--- src/rtl/dai_pkg.sv ---
// Purpose: Constants for the digital audio input monitor.
// Assumes: 100 MHz pclk, APB register access.
// Notes:
package dai_pkg;
  localparam int CLK_HZ   = 100_000_000;
  localparam int RATE_48  = 48_000;
  localparam int RATE_44  = 44_100;
  localparam logic [15:0] PER_48 = 16'(CLK_HZ / RATE_48);
  localparam logic [15:0] PER_44 = 16'(CLK_HZ / RATE_44);

  // Register byte offsets
  localparam logic [7:0] OFS_CTRL  = 8'h00;
  localparam logic [7:0] OFS_STAT  = 8'h04;
  localparam logic [7:0] OFS_RATE  = 8'h08;
  localparam logic [7:0] OFS_IRQS  = 8'h0C;
  localparam logic [7:0] OFS_IRQM  = 8'h10;
  localparam logic [7:0] OFS_NOM   = 8'h14;
  localparam logic [7:0] OFS_CNT0  = 8'h18;
  localparam logic [7:0] OFS_CNTN  = 8'h2C;

  // CTRL fields
  localparam int CTRL_SRC_LSB  = 0;
  localparam int CTRL_COPY_LSB = 2;
  localparam int CTRL_EMPH_LSB = 4;
  localparam int CTRL_RESEL    = 6;
  localparam logic [31:0] CTRL_RST = 32'h0000_0000;
  localparam logic [15:0] NOM_RST  = PER_48;

  // Source select codes
  localparam logic [1:0] SRC_EXT_BAL  = 2'h0;
  localparam logic [1:0] SRC_EXT_COAX = 2'h1;
  localparam logic [1:0] SRC_INT_48   = 2'h2;
  localparam logic [1:0] SRC_INT_44   = 2'h3;

  // Copy levels and emphasis modes
  localparam logic [1:0] COPY_NONE  = 2'h0;
  localparam logic [1:0] COPY_ONE   = 2'h1;
  localparam logic [1:0] COPY_MULTI = 2'h2;
  localparam logic [1:0] EMPH_NO    = 2'h0;
  localparam logic [1:0] EMPH_YES   = 2'h1;
  localparam logic [1:0] EMPH_PASS  = 2'h2;

  // Pro channel-status emphasis codes
  localparam logic [2:0] PEMPH_5015  = 3'h6;
  localparam logic [2:0] PEMPH_CCITT = 3'h7;

  // Error types, also counter index and irq bit
  localparam int NERR    = 6;
  localparam int E_VALID = 0;
  localparam int E_CONF  = 1;
  localparam int E_SLIP  = 2;
  localparam int E_CRC   = 3;
  localparam int E_PAR   = 4;
  localparam int E_BIP   = 5;
  localparam int IRQ_FB  = 6;
  localparam int NIRQ    = 7;

  localparam logic [13:0] CNT_LIMIT  = 14'd10000;
  localparam logic [13:0] CNT_SHOWN  = 14'd9999;
  localparam logic [2:0]  LOCK_GOOD  = 3'h4;
  localparam logic [15:0] SLIP_TOL   = 16'h0001;
  localparam int          TOL_NUM    = 25;

  typedef enum logic [3:0] {
    ST_INT = 4'b0001,
    ST_ACQ = 4'b0010,
    ST_EXT = 4'b0100,
    ST_FB  = 4'b1000
  } dai_state_t;
endpackage

--- src/rtl/dai_err_cnt.sv ---
// Purpose: Saturating per-type error counter.
// Assumes: clr and inc come from pclk logic.
// Notes: Holds at the limit until cleared.
`timescale 1ns/1ps
module dai_err_cnt (
  // Clock and reset
  input  wire logic        pclk,
  input  wire logic        presetn,
  // Control
  input  wire logic        clr,
  input  wire logic        inc,
  // Result
  output logic [13:0] count,
  output logic        over
);
  logic [13:0] cnt_r;

  always_ff @(posedge pclk or negedge presetn) begin
    if (!presetn) begin
      cnt_r <= 14'h0000;
    end else if (clr) begin
      cnt_r <= 14'h0000;
    end else if (inc && cnt_r != dai_pkg::CNT_LIMIT) begin
      cnt_r <= cnt_r + 14'h0001;
    end
  end

  assign count = cnt_r;
  assign over  = cnt_r > dai_pkg::CNT_SHOWN;
endmodule

--- src/rtl/dai_monitor.sv ---
// Purpose: Digital audio input supervisor with APB registers.
// Assumes: Receiver front end gives per-frame flags, framed by link_clk.
// Notes: All link pins are asynchronous and pass two flip-flops.
`timescale 1ns/1ps
module dai_monitor (
  // APB
  input  wire logic        pclk,
  input  wire logic        presetn,
  input  wire logic        psel,
  input  wire logic        penable,
  input  wire logic        pwrite,
  input  wire logic [7:0]  paddr,
  input  wire logic [31:0] pwdata,
  output logic        pready,
  output logic [31:0] prdata,
  output logic        pslverr,
  output logic        irq,
  // Receiver front end
  input  wire logic        link_clk,
  input  wire logic        rx_lock,
  input  wire logic        rx_validity,
  input  wire logic        rx_parity_err,
  input  wire logic        rx_biphase_err,
  input  wire logic        rx_crc_err,
  input  wire logic        rx_jitter,
  input  wire logic        rx_nonaudio,
  input  wire logic        rx_pro,
  input  wire logic [2:0]  rx_emph_code,
  // Audio core side
  output logic        sample_tick,
  output logic        ext_clock_active,
  output logic        digin_mute,
  output logic        out_copy_bit,
  output logic        out_gen_bit,
  output logic        out_emph_flag
);
  localparam int SW = 12;

  // Synchroniser and link edge
  logic [SW-1:0] s1_r;
  logic [SW-1:0] s2_r;
  logic          lclk_d_r;
  logic          edge_w;
  logic          l_lock;
  logic          l_valid;
  logic          l_par;
  logic          l_bip;
  logic          l_crc;
  logic          l_jit;
  logic          l_nona;
  logic          l_pro;
  logic [2:0]    l_emph;

  always_ff @(posedge pclk or negedge presetn) begin
    if (!presetn) begin
      s1_r     <= '0;
      s2_r     <= '0;
      lclk_d_r <= 1'b0;
    end else begin
      s1_r     <= {link_clk, rx_lock, rx_validity, rx_parity_err, rx_biphase_err,
                   rx_crc_err, rx_jitter, rx_nonaudio, rx_pro, rx_emph_code};
      s2_r     <= s1_r;
      lclk_d_r <= s2_r[11];
    end
  end

  assign edge_w  = s2_r[11] & ~lclk_d_r;
  assign l_lock  = s2_r[10];
  assign l_valid = s2_r[9];
  assign l_par   = s2_r[8];
  assign l_bip   = s2_r[7];
  assign l_crc   = s2_r[6];
  assign l_jit   = s2_r[5];
  assign l_nona  = s2_r[4];
  assign l_pro   = s2_r[3];
  assign l_emph  = s2_r[2:0];

  function automatic logic in_range(input logic [15:0] m, input logic [15:0] n);
    logic [21:0] mm;
    logic [21:0] lo;
    logic [21:0] hi;
    mm = 22'(m) * 22'(dai_pkg::TOL_NUM);
    lo = 22'(n) * 22'(dai_pkg::TOL_NUM - 1);
    hi = 22'(n) * 22'(dai_pkg::TOL_NUM + 1);
    return (mm >= lo) && (mm <= hi);
  endfunction

  // Registers
  logic [31:0] ctrl_r;
  logic [15:0] nom_r;
  logic [dai_pkg::NIRQ-1:0] irqs_r;
  logic [dai_pkg::NIRQ-1:0] irqs_nxt;
  logic [dai_pkg::NIRQ-1:0] irqm_r;
  logic [31:0] prdata_r;

  logic        wr_w;
  logic        setup_w;
  logic        wr_ctrl;
  logic        wr_irqs;
  logic        wr_irqm;
  logic        wr_nom;
  logic        cnt_sel;
  logic [2:0]  cnt_idx;
  logic        mapped_w;
  logic [1:0]  src_w;
  logic [1:0]  new_src;
  logic        src_int;
  logic        new_ext;
  logic        resel_w;

  assign wr_w     = psel & penable & pwrite;
  assign setup_w  = psel & ~penable;
  assign wr_ctrl  = wr_w & (paddr == dai_pkg::OFS_CTRL);
  assign wr_irqs  = wr_w & (paddr == dai_pkg::OFS_IRQS);
  assign wr_irqm  = wr_w & (paddr == dai_pkg::OFS_IRQM);
  assign wr_nom   = wr_w & (paddr == dai_pkg::OFS_NOM);
  assign cnt_sel  = paddr >= dai_pkg::OFS_CNT0 && paddr <= dai_pkg::OFS_CNTN
                    && paddr[1:0] == 2'h0;
  assign cnt_idx  = 3'((paddr - dai_pkg::OFS_CNT0) >> 2);
  assign mapped_w = paddr == dai_pkg::OFS_CTRL || paddr == dai_pkg::OFS_STAT
                    || paddr == dai_pkg::OFS_RATE || paddr == dai_pkg::OFS_IRQS
                    || paddr == dai_pkg::OFS_IRQM || paddr == dai_pkg::OFS_NOM
                    || cnt_sel;
  assign src_w    = ctrl_r[dai_pkg::CTRL_SRC_LSB +: 2];
  assign new_src  = pwdata[dai_pkg::CTRL_SRC_LSB +: 2];
  assign src_int  = src_w[1];
  assign new_ext  = ~new_src[1];
  // Reselecting an external source restarts acquisition
  assign resel_w  = wr_ctrl & new_ext & (pwdata[dai_pkg::CTRL_RESEL] | src_int);

  always_ff @(posedge pclk or negedge presetn) begin
    if (!presetn) begin
      ctrl_r <= dai_pkg::CTRL_RST;
      nom_r  <= dai_pkg::NOM_RST;
      irqm_r <= '0;
    end else begin
      if (wr_ctrl) begin
        ctrl_r <= {26'h0, pwdata[5:0]};
      end
      if (wr_nom) begin
        nom_r <= pwdata[15:0];
      end
      if (wr_irqm) begin
        irqm_r <= pwdata[dai_pkg::NIRQ-1:0];
      end
    end
  end

  // Rate measurement
  logic [15:0] per_cnt_r;
  logic [15:0] meas_r;
  logic [15:0] valid_per_r;
  logic        have_meas_r;
  logic [15:0] meas_now;
  logic        rate_ok;
  logic [15:0] dev_w;

  assign meas_now = per_cnt_r + 16'h0001;
  assign rate_ok  = in_range(meas_now, nom_r);
  assign dev_w    = meas_now > nom_r ? meas_now - nom_r : nom_r - meas_now;

  always_ff @(posedge pclk or negedge presetn) begin
    if (!presetn) begin
      per_cnt_r   <= 16'h0000;
      meas_r      <= 16'h0000;
      have_meas_r <= 1'b0;
    end else if (edge_w) begin
      per_cnt_r   <= 16'h0000;
      meas_r      <= meas_now;
      have_meas_r <= 1'b1;
    end else if (per_cnt_r != 16'hFFFF) begin
      per_cnt_r <= per_cnt_r + 16'h0001;
    end
  end

  // Lock supervision
  dai_pkg::dai_state_t st_r;
  dai_pkg::dai_state_t st_nxt;
  logic [2:0]  good_r;
  logic        good_edge;
  logic        oor_r;
  logic        lost_w;
  logic        relock_w;
  logic        clr_cnt;

  assign good_edge = edge_w & l_lock & ~l_nona & rate_ok;
  assign lost_w    = ~l_lock | l_nona | (edge_w & ~rate_ok);
  assign relock_w  = (st_r == dai_pkg::ST_FB) && (st_nxt == dai_pkg::ST_EXT);
  assign clr_cnt   = resel_w | relock_w;

  always_comb begin
    st_nxt = st_r;
    unique case (st_r)
      dai_pkg::ST_INT: begin
        if (!src_int) begin
          st_nxt = dai_pkg::ST_ACQ;
        end
      end
      dai_pkg::ST_ACQ, dai_pkg::ST_FB: begin
        if (good_edge && good_r == dai_pkg::LOCK_GOOD - 3'h1) begin
          st_nxt = dai_pkg::ST_EXT;
        end
      end
      dai_pkg::ST_EXT: begin
        if (lost_w) begin
          st_nxt = dai_pkg::ST_FB;
        end
      end
    endcase
    if (src_int) begin
      st_nxt = dai_pkg::ST_INT;
    end else if (resel_w) begin
      st_nxt = dai_pkg::ST_ACQ;
    end
  end

  always_ff @(posedge pclk or negedge presetn) begin
    if (!presetn) begin
      st_r        <= dai_pkg::ST_INT;
      good_r      <= 3'h0;
      valid_per_r <= dai_pkg::PER_48;
      oor_r       <= 1'b0;
    end else begin
      st_r <= st_nxt;
      if (st_nxt != st_r || (edge_w && !good_edge)) begin
        good_r <= 3'h0;
      end else if (good_edge && good_r != dai_pkg::LOCK_GOOD) begin
        good_r <= good_r + 3'h1;
      end
      if (st_r == dai_pkg::ST_EXT && good_edge) begin
        valid_per_r <= meas_now;
      end
      if (edge_w) begin
        oor_r <= ~rate_ok & ~src_int;
      end
    end
  end

  // Sample clock: link edges when locked, else internal divider
  logic [15:0] int_per;
  logic [15:0] int_cnt_r;
  logic        tick_r;
  logic        int_wrap;
  logic        ext_run;

  assign ext_run  = st_r == dai_pkg::ST_EXT;
  assign int_per  = src_w == dai_pkg::SRC_INT_44 ? dai_pkg::PER_44 :
                    src_w == dai_pkg::SRC_INT_48 ? dai_pkg::PER_48 : valid_per_r;
  assign int_wrap = int_cnt_r >= int_per - 16'h0001;

  always_ff @(posedge pclk or negedge presetn) begin
    if (!presetn) begin
      int_cnt_r <= 16'h0000;
      tick_r    <= 1'b0;
    end else begin
      int_cnt_r <= int_wrap ? 16'h0000 : int_cnt_r + 16'h0001;
      // Mask a back-to-back pulse when the source swaps on a tick
      tick_r    <= (ext_run ? edge_w : int_wrap) & ~tick_r;
    end
  end

  // Live input status, kept on internal clock too
  logic pro_r;
  logic emph_in_r;
  logic emph_now;

  assign emph_now = l_pro ? (l_emph == dai_pkg::PEMPH_CCITT ||
                             l_emph == dai_pkg::PEMPH_5015) : l_emph[0];

  always_ff @(posedge pclk or negedge presetn) begin
    if (!presetn) begin
      pro_r     <= 1'b0;
      emph_in_r <= 1'b0;
    end else if (edge_w) begin
      pro_r     <= l_pro;
      emph_in_r <= emph_now;
    end
  end

  // Error events; the input is ignored when an internal rate is selected
  logic [dai_pkg::NERR-1:0] ev_w;
  logic                     ev_en;
  logic [2:0]               last_err_r;
  logic                     any_err_r;
  logic [2:0]               ev_idx;

  assign ev_en = edge_w & ~src_int & l_lock;
  assign ev_w[dai_pkg::E_VALID] = ev_en & l_valid;
  assign ev_w[dai_pkg::E_CONF]  = ev_en & l_jit;
  // Informational only: a slip never mutes
  assign ev_w[dai_pkg::E_SLIP]  = ev_en & have_meas_r & rate_ok
                                  & (dev_w > dai_pkg::SLIP_TOL);
  assign ev_w[dai_pkg::E_CRC]   = ev_en & l_crc;
  assign ev_w[dai_pkg::E_PAR]   = ev_en & l_par;
  assign ev_w[dai_pkg::E_BIP]   = ev_en & l_bip;

  always_comb begin
    ev_idx = 3'h0;
    for (int i = 0; i < dai_pkg::NERR; i++) begin
      if (ev_w[i]) begin
        ev_idx = 3'(i);
      end
    end
  end

  always_ff @(posedge pclk or negedge presetn) begin
    if (!presetn) begin
      last_err_r <= 3'h0;
      any_err_r  <= 1'b0;
    end else if (clr_cnt) begin
      any_err_r <= 1'b0;
    end else if (|ev_w) begin
      last_err_r <= ev_idx;
      any_err_r  <= 1'b1;
    end
  end

  logic [13:0] cnt_w [dai_pkg::NERR];
  logic [dai_pkg::NERR-1:0] over_w;

  for (genvar g = 0; g < dai_pkg::NERR; g++) begin : g_cnt
    dai_err_cnt u_cnt (
      .pclk    (pclk),
      .presetn (presetn),
      .clr     (clr_cnt),
      .inc     (ev_w[g]),
      .count   (cnt_w[g]),
      .over    (over_w[g])
    );
  end

  // Interrupts: set wins over write-one-to-clear
  logic fb_ev;
  assign fb_ev    = (st_r == dai_pkg::ST_EXT) && (st_nxt == dai_pkg::ST_FB);
  assign irqs_nxt = (irqs_r & ~(wr_irqs ? pwdata[dai_pkg::NIRQ-1:0] : '0))
                    | {fb_ev, ev_w};

  always_ff @(posedge pclk or negedge presetn) begin
    if (!presetn) begin
      irqs_r <= '0;
    end else begin
      irqs_r <= irqs_nxt;
    end
  end

  assign irq = |(irqs_r & irqm_r);

  // Read mux
  logic [31:0] rd_w;
  logic [31:0] stat_w;
  logic [15:0] rate_w;

  assign stat_w = {20'h0, any_err_r, last_err_r, 2'h0, l_nona, oor_r,
                   digin_mute, emph_in_r, pro_r, ext_run};
  assign rate_w = ext_run ? meas_r : int_per;

  always_comb begin
    rd_w = 32'h0000_0000;
    if (paddr == dai_pkg::OFS_CTRL) begin
      rd_w = ctrl_r;
    end else if (paddr == dai_pkg::OFS_STAT) begin
      rd_w = stat_w;
    end else if (paddr == dai_pkg::OFS_RATE) begin
      rd_w = {16'h0, rate_w};
    end else if (paddr == dai_pkg::OFS_IRQS) begin
      rd_w = {25'h0, irqs_r};
    end else if (paddr == dai_pkg::OFS_IRQM) begin
      rd_w = {25'h0, irqm_r};
    end else if (paddr == dai_pkg::OFS_NOM) begin
      rd_w = {16'h0, nom_r};
    end else if (cnt_sel) begin
      rd_w = {17'h0, over_w[cnt_idx], cnt_w[cnt_idx]};
    end
  end

  always_ff @(posedge pclk or negedge presetn) begin
    if (!presetn) begin
      prdata_r <= 32'h0000_0000;
    end else if (setup_w) begin
      prdata_r <= rd_w;
    end
  end

  assign pready  = 1'b1;
  assign prdata  = prdata_r;
  assign pslverr = psel & penable & ~mapped_w;

  // Core side outputs
  logic [1:0] copy_w;
  logic [1:0] emod_w;
  logic       mute_r;
  logic       copy_r;
  logic       gen_r;
  logic       emph_o_r;

  assign copy_w = ctrl_r[dai_pkg::CTRL_COPY_LSB +: 2];
  assign emod_w = ctrl_r[dai_pkg::CTRL_EMPH_LSB +: 2];

  always_ff @(posedge pclk or negedge presetn) begin
    if (!presetn) begin
      mute_r   <= 1'b1;
      copy_r   <= 1'b0;
      gen_r    <= 1'b0;
      emph_o_r <= 1'b0;
    end else begin
      // CRC errors deliberately absent from the mute term
      mute_r   <= ~ext_run | lost_w | oor_r;
      copy_r   <= copy_w == dai_pkg::COPY_MULTI;
      gen_r    <= copy_w == dai_pkg::COPY_ONE;
      emph_o_r <= emod_w == dai_pkg::EMPH_YES ? 1'b1 :
                  emod_w == dai_pkg::EMPH_PASS ? emph_in_r : 1'b0;
    end
  end

  assign sample_tick      = tick_r;
  assign ext_clock_active = ext_run;
  assign digin_mute       = mute_r;
  assign out_copy_bit     = copy_r;
  assign out_gen_bit      = gen_r;
  assign out_emph_flag    = emph_o_r;
endmodule

--- config.mk ---
export PLATFORM = sky130hd
export DESIGN_NAME = dai_monitor
export DESIGN_NICKNAME = d
export VERILOG_FILES = /design/src/rtl/dai_pkg.sv /design/src/rtl/dai_err_cnt.sv /design/src/rtl/dai_monitor.sv
export SDC_FILE = /design/constraint.sdc
export NUM_CORES = 1
export LEC_CHECK = 0
export ABC_AREA = 1
export BUFFER_PORTS_ARGS = -buffer_cell sky130_fd_sc_hd__clkbuf_2
export CAP_MARGIN = 25
export CORE_MARGIN = 1.5
export CORE_UTILIZATION = 50
export CTS_CLUSTER_SIZE = 28
export DETAILED_ROUTE_END_ITERATION = 7
export PLACE_DENSITY = 0.75
export SLEW_MARGIN = 20
export SYNTH_ARGS = -nofsm -noshare
export SYNTH_HDL_FRONTEND = slang
export SYNTH_SLANG_ARGS = --single-unit
export TNS_END_PERCENT = 30
--- constraint.sdc ---
create_clock -name pclk -period 8.9 [get_ports pclk]
set_input_delay 0.89 -clock pclk [delete_from_list [all_inputs] [get_ports pclk]]
set_output_delay 0.89 -clock pclk [all_outputs]
set_load 0.02 [all_outputs]
==> results.json <==
{
  "status": "finished, final reports clean",
  "tightestPinTransition_ns": 1.036,
  "crit_top_cell": "nor2_1",
  "root_buffer": "clkbuf_16",
  "synth_top_cell_by_area": "dfrtp_1",
  "pwr-share-seq": 0.361,
  "die-area_um2": 39690,
  "grt_pass1_wl_um": 84600,
  "vias_per_cell": 5.540,
  "grt-ovfl-total": 0,
  "fin_ws_ns": 0.7601,
  "ys_ff_latch": 245,
  "slowest_stage": "dfrtp_2",
  "drt-wirelength-per-cell_um": 17.00,
  "cts.path.max_buffers": 3,
  "slew_viol_final": 0,
  "die_h_um": 199.2,
  "postSynthAreaPerCell_um2": 7.573,
  "io_pins": 98,
  "yosys_warnings": 0,
  "htree_levels": 1,
  "cp-start-kind": "register",
  "fin_nets": 2882,
  "synth.distinct_cells": 64,
  "routed-via-count": 17400,
  "p_switching_mw": 1.038,
  "wl_um": 53390,
  "antenna_found_initial": 1,
  "num_antenna_cells": 0,
  "finalHoldViolations": 0,
  "synth.area.top_cells": "dfrtp_1 31%, ha_1 12%, nand2_1 9.8%",
  "dr.pass1.iters": 8,
  "fillers": 3555,
  "synth_top_area_share": 0.3055,
  "cts_sinks": 245,
  "setup-violations-final": 0,
  "syn_to_final_growth_pct": 10.27,
  "vdd_drop_max_uv": 170.5,
  "hold_class": "register to register",
  "rsz0062_at_grt": "false",
  "cp.arrival_ns": 8.59,
  "dp_slack_ns": 0.3404,
  "drc_errors": 0,
  "max_stage_delay_ns": 0.51,
  "switching_share": 0.3087,
  "power_density_nw_per_um2": 158.5,
  "clkPwrFrac": 0.409,
  "grt_max_degree": 111,
  "insertion_delay_ns": 0.57,
  "initial_core_util": 0.5099,
  "fmax_mhz": 122.9,
  "fp.coreArea_um2": 37760,
  "dp_hpwl_um": 41510,
  "track_usage": 0.2716,
  "grt_pass1_vias": 16700,
  "worst_clock_skew_ns": 0.01213,
  "ys_seq_area_frac": 0.3191,
  "synth_edf_count": 0,
  "syn_area_um2": 19250,
  "clkTransAtPathRegs_ns": 0.06,
  "portBuffers": 64,
  "crit_path_max_fanout": 14,
  "stdcell_area_um2": 21230,
  "synthArstFlopShare": 1.000,
  "path_class": "register to register",
  "synthFlopType": "dfrtp_1",
  "maxSlewHeadroom": 0.3073,
  "drt-initial-drc-count": 1487,
  "endpoint_kind": "register",
  "row_count": 71,
  "drive_gt1_frac": 0.07912,
  "cts_tree": "built",
  "globalplace.congestion": 1.033,
  "place_area_um2": 20050,
  "required_ns": 9.35,
  "netlist_instances": 2542,
  "finalCritPeriodShare": 0.9146,
  "leakagePower_nw": 10.82,
  "maxCapViolations": 0,
  "fin_crit_ns": 8.140,
  "combPwrFrac": 0.230,
  "antenna_left": 0,
  "cellInternalPower_mw": 2.325,
  "numCtsBuffers": 29,
  "tns_ns": 0,
  "die_w_um": 199.2
}
## synthesized netlist by cell type (all sizes together), types with 35 or more instances
| master | number |
|---|---|
| nand2 | 520 |
| inv | 402 |
| nor2 | 262 |
| dfrtp | 235 |
| ha | 179 |
| o21ai | 177 |
| nand3 | 138 |
| a21oi | 108 |
| xor2 | 92 |
| nor3 | 65 |
| fa | 40 |
| nand4 | 36 |
| buf | 35 |
## registers in the layout, summed over array words and instances (netlist names), 3 cells and up
| register | count |
|---|---|
| ctrl_r | 6 |
| g_cnt.u_cnt.count | 84 |
| good_r | 3 |
| int_cnt_r | 16 |
| irqm_r | 7 |
| irqs_r | 7 |
| last_err_r | 3 |
| meas_r | 16 |
| nom_r | 16 |
| per_cnt_r | 16 |
| prdata | 16 |
| s1_r | 12 |
| s2_r | 12 |
| st_r | 4 |
| valid_per_r | 16 |
## layout by cell type (no fill, tap or decap), types with 19 or more instances in the layout
cell	n
nand2_1	504
inv_1	393
nor2_1	246
dfrtp_1	234
ha_1	179
o21ai_0	169
nand3_1	137
a21oi_1	105
xor2_1	92
clkbuf_2	64
nor3_1	62
fa_1	40
nand4_1	36
o22ai_1	29
clkbuf_16	29
xnor2_1	27
nor3b_1	19
## worst max-delay path: cells and delay by family, from the launching register on
| kind | cells | cell delay, ns |
|---|---|---|
| fa+ha+maj | 5 | 1.75 |
| compound gates | 9 | 1.79 |
| simple gates | 22 | 2.92 |
| buf+inv | 6 | 0.89 |
| flops | 1 | 0.51 |
| xor+xnor | 1 | 0.17 |
## kinds of logic after synthesis
| kind of cell | share of synthesized area |
|---|---|
| other | 0.0003901 |
| AOI/OAI and AO/OA | 0.1235 |
| DFF | 0.3191 |
| adders and majority gates | 0.1579 |
| buffers and inverters | 0.09853 |
| and+or+nand+nor | 0.2443 |
| xor gates and xnor gates | 0.05414 |
| muxes | 0.002080 |
## through the flow
stage	total power [mW]	hold slack [ns]	utilization	instances
after floorplan	1.790	0.3312	-	2557
after global placement	1.964	0.3328	0.5308	3080
after detailed placement	1.987	0.3355	0.5310	3081
after CTS	3.371	0.3493	0.5605	3135
after global routing	3.538	0.3525	0.5623	3140
final	3.364	0.3450	0.5623	3140
## worst paths after layout
check | end | startpoint | cells past startpoint | slack, ns
max in group asynchronous | nom_r[9]$_DFFE_PN0P_ | presetn | 2 | 7.08
worst min-delay path | s2_r[7]$_DFF_PN0_ | s1_r[7]$_DFF_PN0_ | 0 | 0.34
worst max register to register | g_cnt[2].u_cnt.count[7]$_DFFE_PN0P_ | per_cnt_r[0]$_DFFE_PN0P_ | 43 | 0.76
worst min register to register | s2_r[7]$_DFF_PN0_ | s1_r[7]$_DFF_PN0_ | 0 | 0.34
min in group asynchronous | g_cnt[4].u_cnt.count[0]$_DFFE_PN0P_ | presetn | 1 | 0.37
worst max-delay path | g_cnt[2].u_cnt.count[7]$_DFFE_PN0P_ | per_cnt_r[0]$_DFFE_PN0P_ | 43 | 0.76
## repair_timing
item / 4_1_cts / 5_1_grt
resized for setup: 0 / 5
endpoints found under the setup margin: 0 / 102
buffers inserted: 0 / 3
hold buffers: 0 / 0
## cell type report
cell class	instances	area, um^2	share of cell area
flip-flops and latches	245	6145	0.2895
multi-input cells	1840	11290	0.5319
clock buffers	37	815.8	0.03843
well taps	511	639.4	0.03012
clock inverters	17	299.0	0.01409
inverters	405	1531	0.07214
repair buffers	85	505.5	0.02381
## metal layers
layer,up-vias,part of all wire,global-route usage
met1,8300,0.41,0.3461
met4,2,0.040,0.1021
met2,579,0.48,0.4633
li1,8406,-,-
met3,109,0.068,0.04287
met5,-,0.00022,0
## power by group through the flow
stage / Combinational [mW] / Clock (mW) / Sequential (mW)
global placement: 0.735 / 0 / 1.23
floorplan: 0.575 / 0 / 1.22
finish: 0.774 / 1.38 / 1.21
global route: 0.881 / 1.44 / 1.22
CTS: 0.762 / 1.40 / 1.21
detailed placement: 0.756 / 0 / 1.23
(Power assumes the default switching activity.)
